--- config.mk ---
export PLATFORM = sky130hd
export DESIGN_NAME = ida_core
export DESIGN_NICKNAME = d
export VERILOG_FILES = /design/src/include/ida_pkg.sv /design/src/core/ida_core.sv
export VERILOG_INCLUDE_DIRS = /design/src /design/src/include
export SDC_FILE = /design/constraint.sdc
export NUM_CORES = 1
export LEC_CHECK = 0
export BUFFER_PORTS_ARGS = -buffer_cell sky130_fd_sc_hd__buf_2
export CAP_MARGIN = 0
export CORE_ASPECT_RATIO = 0.9
export CORE_UTILIZATION = 45
export CTS_BUF_LIST = sky130_fd_sc_hd__clkbuf_4
export CTS_CLUSTER_SIZE = 12
export DETAILED_ROUTE_END_ITERATION = 10
export PLACE_DENSITY = 0.77
export SYNTH_ARGS = -nofsm -noshare
export SYNTH_HDL_FRONTEND = slang
export SYNTH_SLANG_ARGS = --single-unit
export TNS_END_PERCENT = 5
--- constraint.sdc ---
create_clock -name I_CLK -period 4 [get_ports I_CLK]
set_input_delay 0.4 -clock I_CLK [delete_from_list [all_inputs] [get_ports I_CLK]]
set_output_delay 0.4 -clock I_CLK [all_outputs]
set_load 0.005 [all_outputs]
--- src/include/ida_regs.svh ---
/*
 * register indices and field layouts of the indirect addressing unit.
 * assumes the plain register port with 4-bit indices below.
 */
`ifndef IDA_REGS_SVH
`define IDA_REGS_SVH

// ==========================================================================
// register indices (4 bits, chosen locally)
`define IDA_OFF_PLAIN      4'h0
`define IDA_OFF_POST_INC   4'h1
`define IDA_OFF_POST_DEC   4'h2
`define IDA_OFF_PRE_INC    4'h3
`define IDA_OFF_INDEXED    4'h4
`define IDA_OFF_PTR_HIGH   4'h5
`define IDA_OFF_PTR_LOW    4'h6
`define IDA_OFF_BANK       4'h7
`define IDA_OFF_WORK       4'h8
// pointer select sits in address bits 5:4
`define IDA_PTR_SEL_HI     5
`define IDA_PTR_SEL_LO     4
// ==========================================================================
// reset values
`define IDA_RST_HIGH       4'h0
`define IDA_RST_BANK       4'h0
`define IDA_RST_LOW        8'h00

`endif

--- src/include/ida_pkg.sv ---
/*
 * types of the indirect addressing unit.
 * assumes nothing beyond the constants header.
 */
package ida_pkg;
    // ======================================================================
    // access kinds of a virtual operand
    typedef enum logic [2:0] {
        IDA_MODE_NONE     = 3'b000,
        IDA_MODE_PLAIN    = 3'b001,
        IDA_MODE_POST_INC = 3'b010,
        IDA_MODE_POST_DEC = 3'b011,
        IDA_MODE_PRE_INC  = 3'b100,
        IDA_MODE_INDEXED  = 3'b101
    } ida_mode_e;

    typedef logic [11:0] ida_addr_t;

    // whole state of the block
    typedef struct packed {
        logic [2:0][11:0] ptr;
        logic [3:0]       bank;
        logic [7:0]       work;
        logic [7:0]       rdata;
    } ida_state_s;
endpackage

--- src/core/ida_core.sv ---
/*
 * indirect data addressing unit: three 12-bit pointers, five virtual
 * operands per pointer, bank selector and working register copy.
 * assumes a plain register port from the instruction core and a data
 * memory with combinational read data, written on the same edge.
 */
// Design decisions made here: the address-and-strobe port and the register offsets.
// What this block does
// - the plain operand accesses memory at the pointer and leaves it unchanged.
// - the post-increment operand uses the pointer then adds one to it.
// - the post-decrement operand uses the pointer then subtracts one from it.
// - the pre-increment operand adds one first and uses the new pointer.
// - the indexed operand addresses memory at pointer plus sign-extended working register.
// - virtual operands hold no storage and go straight to data memory.
// - the pointer high byte keeps four bits, cleared at reset.
// - the pointer low byte gives the eight low bits and is loaded with zero at reset.
// - the bank selector keeps four bits, cleared at reset.
`timescale 1ns/10ps
`include "ida_regs.svh"

module ida_core
    import ida_pkg::*;
#(
    parameter int ADDR_W = 12
) (
    // clock and reset
    input  wire logic        I_CLK,
    input  wire logic        I_RST,
    // register port
    input  wire logic [5:0]  I_ADDR,
    input  wire logic [7:0]  I_WDATA,
    input  wire logic        I_WR,
    input  wire logic        I_RD,
    output logic      [7:0]  O_RDATA,
    // data memory
    output logic      [11:0] O_MEM_ADDR,
    output logic      [7:0]  O_MEM_WDATA,
    output logic             O_MEM_WR,
    output logic             O_MEM_RD,
    input  wire logic [7:0]  I_MEM_RDATA,
    // state seen by the core
    output logic      [3:0]  O_BANK,
    output logic      [7:0]  O_WORK
);

    // ======================================================================
    // elaboration check; the 4 + 8 split of a pointer is fixed in the logic
    if (ADDR_W != 12) begin : g_bad_width
        $error("ida_core serves only a 12-bit address");
    end

    ida_state_s st;
    ida_state_s next_st;
    logic       acc;
    logic [1:0] sel;
    logic [3:0] idx;
    ida_mode_e  mode;
    ida_addr_t  cur;
    ida_addr_t  inc;
    ida_addr_t  dec;
    ida_addr_t  eff;
    ida_addr_t  upd;

    assign acc = I_WR | I_RD;
    assign sel = I_ADDR[`IDA_PTR_SEL_HI:`IDA_PTR_SEL_LO];
    assign idx = I_ADDR[3:0];

    // ======================================================================
    // operand decode; select 3 holds no pointer
    always_comb begin
        mode = IDA_MODE_NONE;
        if (sel != 2'b11) begin
            unique case (idx)
                `IDA_OFF_PLAIN:    mode = IDA_MODE_PLAIN;
                `IDA_OFF_POST_INC: mode = IDA_MODE_POST_INC;
                `IDA_OFF_POST_DEC: mode = IDA_MODE_POST_DEC;
                `IDA_OFF_PRE_INC:  mode = IDA_MODE_PRE_INC;
                `IDA_OFF_INDEXED:  mode = IDA_MODE_INDEXED;
                default:           mode = IDA_MODE_NONE;
            endcase
        end
    end

    // ======================================================================
    // address arithmetic, all modulo 4096
    assign cur = (sel != 2'b11) ? st.ptr[sel] : 12'h000;
    assign inc = cur + 12'h001;
    assign dec = cur - 12'h001;

    always_comb begin
        eff = cur;
        upd = cur;
        unique case (mode)
            IDA_MODE_POST_INC: upd = inc;
            IDA_MODE_POST_DEC: upd = dec;
            IDA_MODE_PRE_INC: begin
                eff = inc;
                upd = inc;
            end
            // sign-extended offset, pointer untouched
            IDA_MODE_INDEXED:  eff = cur + {{4{st.work[7]}}, st.work};
            default:           eff = cur;
        endcase
    end

    // ======================================================================
    // memory side: virtual operands pass straight through, no storage
    assign O_MEM_ADDR  = eff;
    assign O_MEM_WDATA = I_WDATA;
    assign O_MEM_WR    = I_WR & (mode != IDA_MODE_NONE);
    assign O_MEM_RD    = I_RD & (mode != IDA_MODE_NONE);
    assign O_RDATA     = st.rdata;
    assign O_BANK      = st.bank;
    assign O_WORK      = st.work;

    // ======================================================================
    // next state
    always_comb begin
        next_st       = st;
        next_st.rdata = 8'h00;
        if (acc && mode != IDA_MODE_NONE) begin
            next_st.ptr[sel] = upd;
        end
        if (I_RD) begin
            if (mode != IDA_MODE_NONE) begin
                next_st.rdata = I_MEM_RDATA;
            end else if (idx == `IDA_OFF_BANK) begin
                next_st.rdata = {4'h0, st.bank};
            end else if (idx == `IDA_OFF_WORK) begin
                next_st.rdata = st.work;
            end else if (sel != 2'b11 && idx == `IDA_OFF_PTR_HIGH) begin
                next_st.rdata = {4'h0, cur[11:8]};
            end else if (sel != 2'b11 && idx == `IDA_OFF_PTR_LOW) begin
                next_st.rdata = cur[7:0];
            end
        end
        if (I_WR) begin
            if (idx == `IDA_OFF_BANK) begin
                next_st.bank = I_WDATA[3:0];
            end else if (idx == `IDA_OFF_WORK) begin
                next_st.work = I_WDATA;
            end else if (sel != 2'b11 && idx == `IDA_OFF_PTR_HIGH) begin
                next_st.ptr[sel][11:8] = I_WDATA[3:0];
            end else if (sel != 2'b11 && idx == `IDA_OFF_PTR_LOW) begin
                next_st.ptr[sel][7:0] = I_WDATA;
            end
        end
    end

    // ======================================================================
    // state register; low bytes get a constant only because the flop
    // needs one, software must not rely on it
    always_ff @(posedge I_CLK or posedge I_RST) begin
        if (I_RST) begin
            for (int i = 0; i < 3; i++) begin
                st.ptr[i] <= {`IDA_RST_HIGH, `IDA_RST_LOW};
            end
            st.bank  <= `IDA_RST_BANK;
            st.work  <= 8'h00;
            st.rdata <= 8'h00;
        end else begin
            st <= next_st;
        end
    end

    logic [11:0] p0_past;
    assign p0_past = st.ptr[0];

    // ======================================================================
    // per-pointer checks, one copy for each of the three pointers
    for (genvar p = 0; p < 3; p++) begin : g_ptr_chk

    end
endmodule

==> results_tabular.tex, run 1 <==
\begin{tabular}{lr}
\hline
Metric & Value \\
\hline
\multicolumn{2}{l}{\textbf{Status}} \\
Result of the run & finished, final reports clean \\
\multicolumn{2}{l}{\textbf{Floorplan}} \\
Floorplan row count & 34 \\
Area enclosed by the die boundary & roughly 11000 um2 \\
Number of primary I/O pins & 68 \\
Floorplan die height & between 90 and 100 um \\
CORE AREA & 9910 um2 \\
Die outline width & roughly 110 um \\
Initial standard-cell utilization of the core & 0.473 \\
\multicolumn{2}{l}{\textbf{Hold path}} \\
Worst min-delay path category & input pin to async pin \\
\multicolumn{2}{l}{\textbf{Logic synthesis}} \\
Fraction of registers with async set/reset & 1.00 \\
Synthesized netlist cell count & $\sim$560 \\
Synth area leaders & sky130\_fd\_sc\_hd\_\_dfrtp\_1 (30\%), sky130\_fd\_sc\_hd\_\_nand2\_1 (5.7\%), sky130\_fd\_sc\_hd\_\_buf\_4 (4.8\%), sky130\_fd\_sc\_hd\_\_o21ai\_0 (4.6\%), sky130\_fd\_sc\_hd\_\_mux2i\_1 (4.5\%) \\
Synth top area share & 0.299 \\
Share of the synthesized area in compound gates (AO/OA/AOI/OAI) & 0.252 \\
Synth Area per Inst & 8.40 um2 \\
Top cell types by occurrence after synthesis & sky130\_fd\_sc\_hd\_\_nand2\_1 (71), sky130\_fd\_sc\_hd\_\_dfrtp\_1 (56), sky130\_fd\_sc\_hd\_\_o21ai\_0 (43), sky130\_fd\_sc\_hd\_\_nor2\_1 (42), sky130\_fd\_sc\_hd\_\_a21oi\_1 (37) \\
Library cell with the highest instance count after synthesis & sky130\_fd\_sc\_hd\_\_nand2\_1 \\
Synth Area in Adders & 0.0390 \\
Combinational family with the most area after synthesis & compound AO/OA/AOI/OAI gates \\
Xor/xnor share of the synthesized area & 0.0280 \\
Number of nets in the synthesized netlist & roughly 600 \\
Basic-gate share of the synthesized area counting and, or, nand and nor cells & 0.218 \\
Post-synth EDFFs & 0 \\
Post-synth top flop & sky130\_fd\_sc\_hd\_\_dfrtp\_1 \\
Count of different cell masters after synthesis & 63 \\
Multiplexer share of the synthesized area & 0.0766 \\
Cell taking the most area after synthesis & sky130\_fd\_sc\_hd\_\_dfrtp\_1 \\
Share of the yosys chip area belonging to registers & 0.299 \\
Number of register bits inferred by synthesis & 56 \\
Warnings from Yosys & 0 \\
Post-synth design cell area & around 4700 um2 \\
\multicolumn{2}{l}{\textbf{Global routing}} \\
Antenna violations before repair & 0 \\
Wire length of the first global-routing pass & about 22000 um \\
Vias in the first global route & 4290 \\
Aggregate global routing overflow & 0 \\
Overall global routing resource usage & 0.266 \\
Maximum number of pins on one net before global-route repair & between 50 and 60 \\
\multicolumn{2}{l}{\textbf{Layout}} \\
Syn-to-layout area delta & 10.1\% \\
Fraction of final layout cells with drive strength greater than 1 & 0.251 \\
Nets & $\sim$650 \\
Cell area after layout & $\sim$5200 um2 \\
Antenna diode count & 0 \\
\multicolumn{2}{l}{\textbf{Power}} \\
Total power density per cell area & 408 nW/um2 \\
Internal power & $\sim$1200 uW \\
IR drop worst, VDD & roughly 0.00022 V \\
Reported leakage power & about 0.0022 uW \\
Reg power frac & 0.387 \\
Total power & between 2000 and 2500 uW \\
Clk network pwr share & 0.124 \\
Fraction of power consumed by combinational cells & 0.489 \\
Switching component of the power & 890 uW \\
Sw frac & 0.423 \\
\multicolumn{2}{l}{\textbf{Drt}} \\
Final Routed Wirelength & roughly 14000 um \\
Drt first pass iters & 8 \\
Remaining antenna violation count & 0 \\
Residual DRC count & 0 \\
Vias after detailed routing & approximately 4600 \\
Vias per inst & around 6.3 \\
Drt initial violations & about 540 \\
WL/cell & between 15 and 20 um \\
\multicolumn{2}{l}{\textbf{Critical path}} \\
Worst setup SP type & flip-flop \\
Path depth of the worst reg2reg path & 10 \\
WS Path Type & flip-flop to output port \\
Cell-by-cell trace of the critical path & mux2i\_2 -> a2bb2oi\_2 -> inv\_2 -> ha\_1 -> fa\_2 -> a21oi\_2 -> o21ai\_0 -> a2111o\_1 -> a41oi\_2 -> xor2\_1 -> a21oi\_1 -> o22a\_1 -> buf\_2 \\
Crit path max-delay cell type & sky130\_fd\_sc\_hd\_\_a2111o\_1 \\
Longest individual stage delay on the worst path & 0.47 ns \\
Highest net fanout along the worst path & 3 \\
Data required time of the worst path & roughly 3.6 ns \\
Critical Path AT & approximately 3.4 ns \\
CP Capture Type & output port \\
\multicolumn{2}{l}{\textbf{Timing}} \\
Share of the clock period used by the worst path after layout & 0.952 \\
Final max-slew violation count & 0 \\
Final period demand of the worst path & about 3.8 ns \\
Max-slew headroom & 0.525 \\
Achievable Freq & 0.263 GHz \\
Final number of setup-violating endpoints & 0 \\
Final count of hold timing violations & 0 \\
Clock Skew & around 0.026 ns \\
Worst Hold Margin & 0.174 ns \\
Worst-Margin Slew & between 0.7 and 0.8 ns \\
\multicolumn{2}{l}{\textbf{CTS}} \\
Clock H-tree levels & 2 \\
CTS Hold Bufs & 0 \\
Root Driver & sky130\_fd\_sc\_hd\_\_clkbuf\_4 \\
Clock transition time at the flip-flop clock pins of the worst setup and hold paths & between 0.15 and 0.2 ns \\
CTS sink cnt & 56 \\
Clock insertion delay at the later pin of the skew report & a little under 0.4 ns \\
Number of buffers on the longest clock path & 2 \\
Number of buffers inserted during clock tree synthesis & 5 \\
TritonCTS clock tree & built \\
\multicolumn{2}{l}{\textbf{Place}} \\
Total placed instance area & around 5000 um2 \\
Port Buf Inserts & 67 \\
Final RePlAce weighted congestion & approximately 1.0 \\
Placed wire-length estimate after detailed placement & 10600 um \\
\multicolumn{2}{l}{\textbf{Run}} \\
Max\_cap viols & 0 \\
\hline
\end{tabular}
[placed cells by master (no fill, tap or decap), types with 6 or more instances in the layout]
cell type                  Yosys  layout
sky130_fd_sc_hd__a221oi_1      7       7
sky130_fd_sc_hd__nand2_1      71      71
sky130_fd_sc_hd__buf_4        30      31
sky130_fd_sc_hd__nand3_1      16      16
sky130_fd_sc_hd__xnor2_1      12      12
sky130_fd_sc_hd__inv_1        10       9
sky130_fd_sc_hd__nor2b_1       6       6
sky130_fd_sc_hd__a21oi_1      37      36
sky130_fd_sc_hd__mux2_2       12      12
sky130_fd_sc_hd__mux2i_1      21      19
sky130_fd_sc_hd__o21ai_0      43      43
sky130_fd_sc_hd__buf_2         4      67
sky130_fd_sc_hd__nor3_1       14      14
sky130_fd_sc_hd__o31ai_1       6       6
sky130_fd_sc_hd__dfrtp_1      56      56
sky130_fd_sc_hd__ha_1         13      13
sky130_fd_sc_hd__o221ai_1      6       6
sky130_fd_sc_hd__nor2_1       42      42
sky130_fd_sc_hd__o22ai_1       7       7
sky130_fd_sc_hd__nand4_1      13      13
sky130_fd_sc_hd__and2_1        7       7
sky130_fd_sc_hd__inv_2         5       6
[through the flow]
stage	TNS (ns)	cells	worst slack [ns]	util
2_1_floorplan	0	558	0.390	-
3_3_place_gp	0	723	0.125	0.510
3_5_place_dp	0	723	0.116	0.510
4_1_cts	0	731	0.0608	0.516
5_1_grt	-0.00846	732	-0.00846	0.521
6_report	0	732	0.192	0.521
[cell type report]
type | count | area [um2]
fill | 932 | 4750
multi-input combinational | 429 | 2920
sequential | 56 | 1400
timing repair buffer | 98 | 568
tap | 126 | 158
inverter | 15 | 56.3
clock buffer | 5 | 37.5
clock inverter | 3 | 21.3
[power by group through the flow]
stage | clock network [uW] | logic (uW) | registers, uW
after floorplan | 0 | 736 | 777
after global placement | 0 | 965 | 816
after detailed placement | 0 | 982 | 819
after CTS | 267 | 987 | 808
after global routing | 299 | 1130 | 827
final | 261 | 1030 | 815
[what timing repair did]
item,CTS,global route
gates resized for setup,1,7
endpoints found under the setup margin,1,3
buffers inserted,0,1
pin swaps,0,0
[logic make-up after synthesis]
logic type | count (synthesis)
xor gates and xnor gates | 15
DFF | 56
buffers and inverters | 73
and+or+nand+nor | 201
AOI/OAI and AO/OA | 165
muxes | 34
adders and majority gates | 14
[sequential cells by signal, summed over array words and instances (netlist names)]
signal   flops
st          24
O_RDATA      8
O_WORK       8
O_BANK       4
p0_past     12
[critical path: cells and delay by family, from the launching register on]
family | cells | cell delay (ns)
AOI/OAI and AO/OA | 7 | 1.45
adders and majority gates | 2 | 0.62
DFF | 1 | 0.43
muxes | 1 | 0.18
buffers and inverters | 2 | 0.18
xor gates and xnor gates | 1 | 0.17
[metal layers]
| metal | GRT usage | wire length (um) |
|---|---|---|
| met2 | 0.401 | 6210 |
| met5 | 0 | 0 |
| met1 | 0.393 | 6050 |
| met3 | 0.0331 | 1340 |
| met4 | 0.0872 | 353 |
[final timing paths]
kind	from	end	slack, ns
setup / recovery	st[44]$_DFF_PP0_	O_MEM_ADDR[10]	0.19
setup reg to reg	p0_past[1]$_DFF_PP0_	p0_past[10]$_DFF_PP0_	1.33
hold / removal	I_RST	O_WORK[0]$_DFFE_PP0P_	0.17
hold reg to reg	st[54]$_DFF_PP0_	st[54]$_DFF_PP0_	0.54
min in group I_CLK	I_MEM_RDATA[3]	O_RDATA[3]$_DFF_PP0_	0.23
max in group asynchronous	I_RST	st[41]$_DFF_PP0_	3.33
(Power assumes the default switching activity.)
==> run 2, diff against run 1 <==
Settings changed: MAX_ROUTING_LAYER set to met4.
==> results_tabular.tex, run 2 (synthesis gave the netlist of run 1 again) <==
\begin{tabular}{lr}
\hline
Metric & Value \\
\hline
\multicolumn{2}{l}{\textbf{Drt}} \\
Remaining antenna violation count & 0 (unchanged) \\
Final Routed Wirelength & 14300 um (+2.6\%) \\
Vias after detailed routing & 4574 (-0.20\%) \\
Drt initial violations & 384 (-29\%) \\
WL/cell & 19.6 um (+2.6\%) \\
Drt first pass iters & 5 (-3) \\
Residual DRC count & 0 (unchanged) \\
Vias per inst & 6.25 (-0.20\%) \\
\multicolumn{2}{l}{\textbf{Layout}} \\
Core occupancy in the finished layout & 0.520 (-0.00114) \\
Non-filler cells, final & 732 (unchanged) \\
Nets & 644 (-0.16\%) \\
Final-layout fill cell count & 955 (+2.5\%) \\
Most used cells in the layout excluding fill and tap cells & sky130\_fd\_sc\_hd\_\_nand2\_1 (71), sky130\_fd\_sc\_hd\_\_buf\_2 (67), sky130\_fd\_sc\_hd\_\_dfrtp\_1 (56) \\
Syn-to-layout area delta & 9.87\% \\
Number of flip-flops under the largest register name & 24 (unchanged) \\
Leading cell type in the layout, fill and taps excluded & sky130\_fd\_sc\_hd\_\_nand2\_1 \\
Fraction of final layout cells with drive strength greater than 1 & 0.246 (-0.00454) \\
Most flops, register & st \\
\multicolumn{2}{l}{\textbf{Place}} \\
Post-place setup slack & 0.102 ns (-0.0142 ns) \\
Port Buf Inserts & 67 (unchanged) \\
Number of instances in the placed design & 723 (unchanged) \\
Final RePlAce weighted congestion & 0.981 (-6.2\%) \\
Placed wire-length estimate after detailed placement & 10900 um (+2.9\%) \\
\multicolumn{2}{l}{\textbf{Timing}} \\
Final period demand of the worst path & 3.77 ns (-0.0398 ns) \\
Final count of hold timing violations & 0 (unchanged) \\
PnR worst setup slack & 0.232 ns (+0.0398 ns) \\
Share of the clock period used by the worst path after layout & 0.942 (-0.00994) \\
Achievable Freq & 0.265 GHz (+1.1\%) \\
Max-slew headroom & 0.527 (+0.00154) \\
Worst-Margin Slew & 0.708 ns (-0.00153 ns) \\
Clock Skew & 0.0173 ns (-0.00905 ns) \\
Final TNS setup & 0 ns (unchanged) \\
Final number of setup-violating endpoints & 0 (unchanged) \\
Unrepaired setup endpoints after global routing & no \\
Final max-slew violation count & 0 (unchanged) \\
\multicolumn{2}{l}{\textbf{Critical path}} \\
Data required time of the worst path & 3.60 ns (about the same) \\
WS Path Type & flip-flop to output port \\
Critical Path AT & 3.37 ns (-0.04 ns) \\
CP Capture Type & output port \\
Launch instance of the worst register-to-register path & st[48]\$\_DFF\_PP0\_ \\
Worst setup startpoint & st[44]\$\_DFF\_PP0\_ \\
Worst setup SP type & flip-flop \\
Highest net fanout along the worst path & 3 (unchanged) \\
\multicolumn{2}{l}{\textbf{Hold path}} \\
Worst min-delay path category & input pin to async pin \\
\multicolumn{2}{l}{\textbf{CTS}} \\
Clock insertion delay at the later pin of the skew report & 0.40 ns (about the same) \\
TritonCTS clock tree & built \\
Clock H-tree levels & 2 (unchanged) \\
CTS Hold Bufs & 0 (unchanged) \\
Number of buffers on the longest clock path & 2 (unchanged) \\
Root Driver & sky130\_fd\_sc\_hd\_\_clkbuf\_4 \\
CTS sink cnt & 56 (unchanged) \\
Clock transition time at the flip-flop clock pins of the worst setup and hold paths & 0.18 ns (about the same) \\
Number of buffers inserted during clock tree synthesis & 5 (unchanged) \\
\multicolumn{2}{l}{\textbf{Power}} \\
Reported leakage power & 0.00224 uW (about the same) \\
IR drop worst, VDD & 0.000207 V (-4.8\%) \\
Total power density per cell area & 409 nW/um2 (+0.39\%) \\
Total power & 2110 uW (+0.17\%) \\
\multicolumn{2}{l}{\textbf{Global routing}} \\
Antenna violations before repair & 1 (+1) \\
Overall global routing resource usage & 0.284 (+0.0173) \\
Met1 layer usage reported by global route & 0.382 (-0.0112) \\
Maximum number of pins on one net before global-route repair & 57 (unchanged) \\
Busiest metal layer after global routing & met2 \\
Vias in the first global route & 4393 (+2.4\%) \\
Aggregate global routing overflow & 0 (unchanged) \\
GRT met3 Usage & 0.0516 (+0.0185) \\
Wire length of the first global-routing pass & 22700 um (+1.6\%) \\
GR met2 Demand/Resource & 0.424 (+0.0227) \\
\multicolumn{2}{l}{\textbf{Status}} \\
Result of the run & finished, final reports clean \\
\multicolumn{2}{l}{\textbf{Floorplan}} \\
Number of primary I/O pins & 68 (unchanged) \\
Area enclosed by the die boundary & 10800 um2 (unchanged) \\
Floorplan die height & 98.8 um (unchanged) \\
CORE AREA & 9910 um2 (unchanged) \\
Initial standard-cell utilization of the core & 0.473 (unchanged) \\
Die outline width & 110 um (unchanged) \\
Floorplan row count & 34 (unchanged) \\
\multicolumn{2}{l}{\textbf{Run}} \\
Max\_cap viols & 0 (unchanged) \\
\hline
\end{tabular}
run 2: cell count changes in the layout (fill, tap and decap cells not counted):
cell and delta:
sky130_fd_sc_hd__diode_2 +1, sky130_fd_sc_hd__mux2i_1 +2, sky130_fd_sc_hd__o21ai_1 +1, sky130_fd_sc_hd__buf_4 -1
sky130_fd_sc_hd__o21ai_0 -1, sky130_fd_sc_hd__clkinvlp_4 -1, sky130_fd_sc_hd__mux2i_2 -2, sky130_fd_sc_hd__clkinv_4 +1
run 2: cell type report:
| type | instances | area (um2) | share of cell area |
|---|---|---|---|
| diodes | 1 | 2.50 | 0.000486 |
| clock buffers | 5 | 37.5 | 0.00729 |
| clock inverters | 3 | 22.5 | 0.00437 |
| inverters | 15 | 56.3 | 0.0109 |
| multi-input cells | 429 | 2910 | 0.565 |
| flip-flops and latches | 56 | 1400 | 0.272 |
| well taps | 126 | 158 | 0.0306 |
| repair buffers | 97 | 561 | 0.109 |
run 2: layer usage:
metal | part of all wire | vias up
li1 | - | 2124
met5 | 0 | -
met1 | 0.43 | 2183
met3 | 0.091 | 36
met2 | 0.45 | 231
met4 | 0.028 | 0
run 2: report_power, final:
group	switching, uW	total [uW]	leakage [uW]	internal, uW
sequential	118	812	0.000734	694
clock	201	272	0.0000356	71.5
combinational	577	1020	0.00147	447
total	895	2110	0.00224	1210
run 2: path summary, 6_finish.rpt:
check | end | depth (start not counted) | slack, ns
max | O_MEM_ADDR[10] | 13 | 0.23
min reg2reg | st[54]$_DFF_PP0_ | 2 | 0.54
min | O_WORK[4]$_DFFE_PP0P_ | 3 | 0.16
min in group I_CLK | O_RDATA[1]$_DFF_PP0_ | 3 | 0.21
max reg2reg | p0_past[10]$_DFF_PP0_ | 10 | 1.38
max in group asynchronous | st[53]$_DFF_PP0_ | 3 | 3.36
run 2: what timing repair did:
item,4_1_cts,5_1_grt
endpoints found under the hold margin,0,0
pin swaps,0,1
buffers inserted,0,0
setup endpoints to repair,1,3
resized for setup,1,6
run 2: stage by stage:
stage | hold slack, ns | area (um2)
after floorplan | 0.478 | 4690
after global placement | 0.499 | 5060
after detailed placement | 0.502 | 5060
after CTS | 0.196 | 5120
after global routing | 0.190 | 5150
final | 0.163 | 5150
run 2: worst max-delay path: stages (launching register included):
cell and delay [ns]:
sky130_fd_sc_hd__dfrtp_1 0.43, sky130_fd_sc_hd__mux2i_1 0.20, sky130_fd_sc_hd__a2bb2oi_2 0.21, sky130_fd_sc_hd__inv_2 0.05, sky130_fd_sc_hd__ha_1 0.23, sky130_fd_sc_hd__fa_2 0.39
sky130_fd_sc_hd__a21oi_2 0.15, sky130_fd_sc_hd__o21ai_1 0.10, sky130_fd_sc_hd__a2111o_1 0.42, sky130_fd_sc_hd__a41oi_2 0.23, sky130_fd_sc_hd__xor2_1 0.17, sky130_fd_sc_hd__a21oi_1 0.08
sky130_fd_sc_hd__o22a_1 0.19, sky130_fd_sc_hd__buf_2 0.12
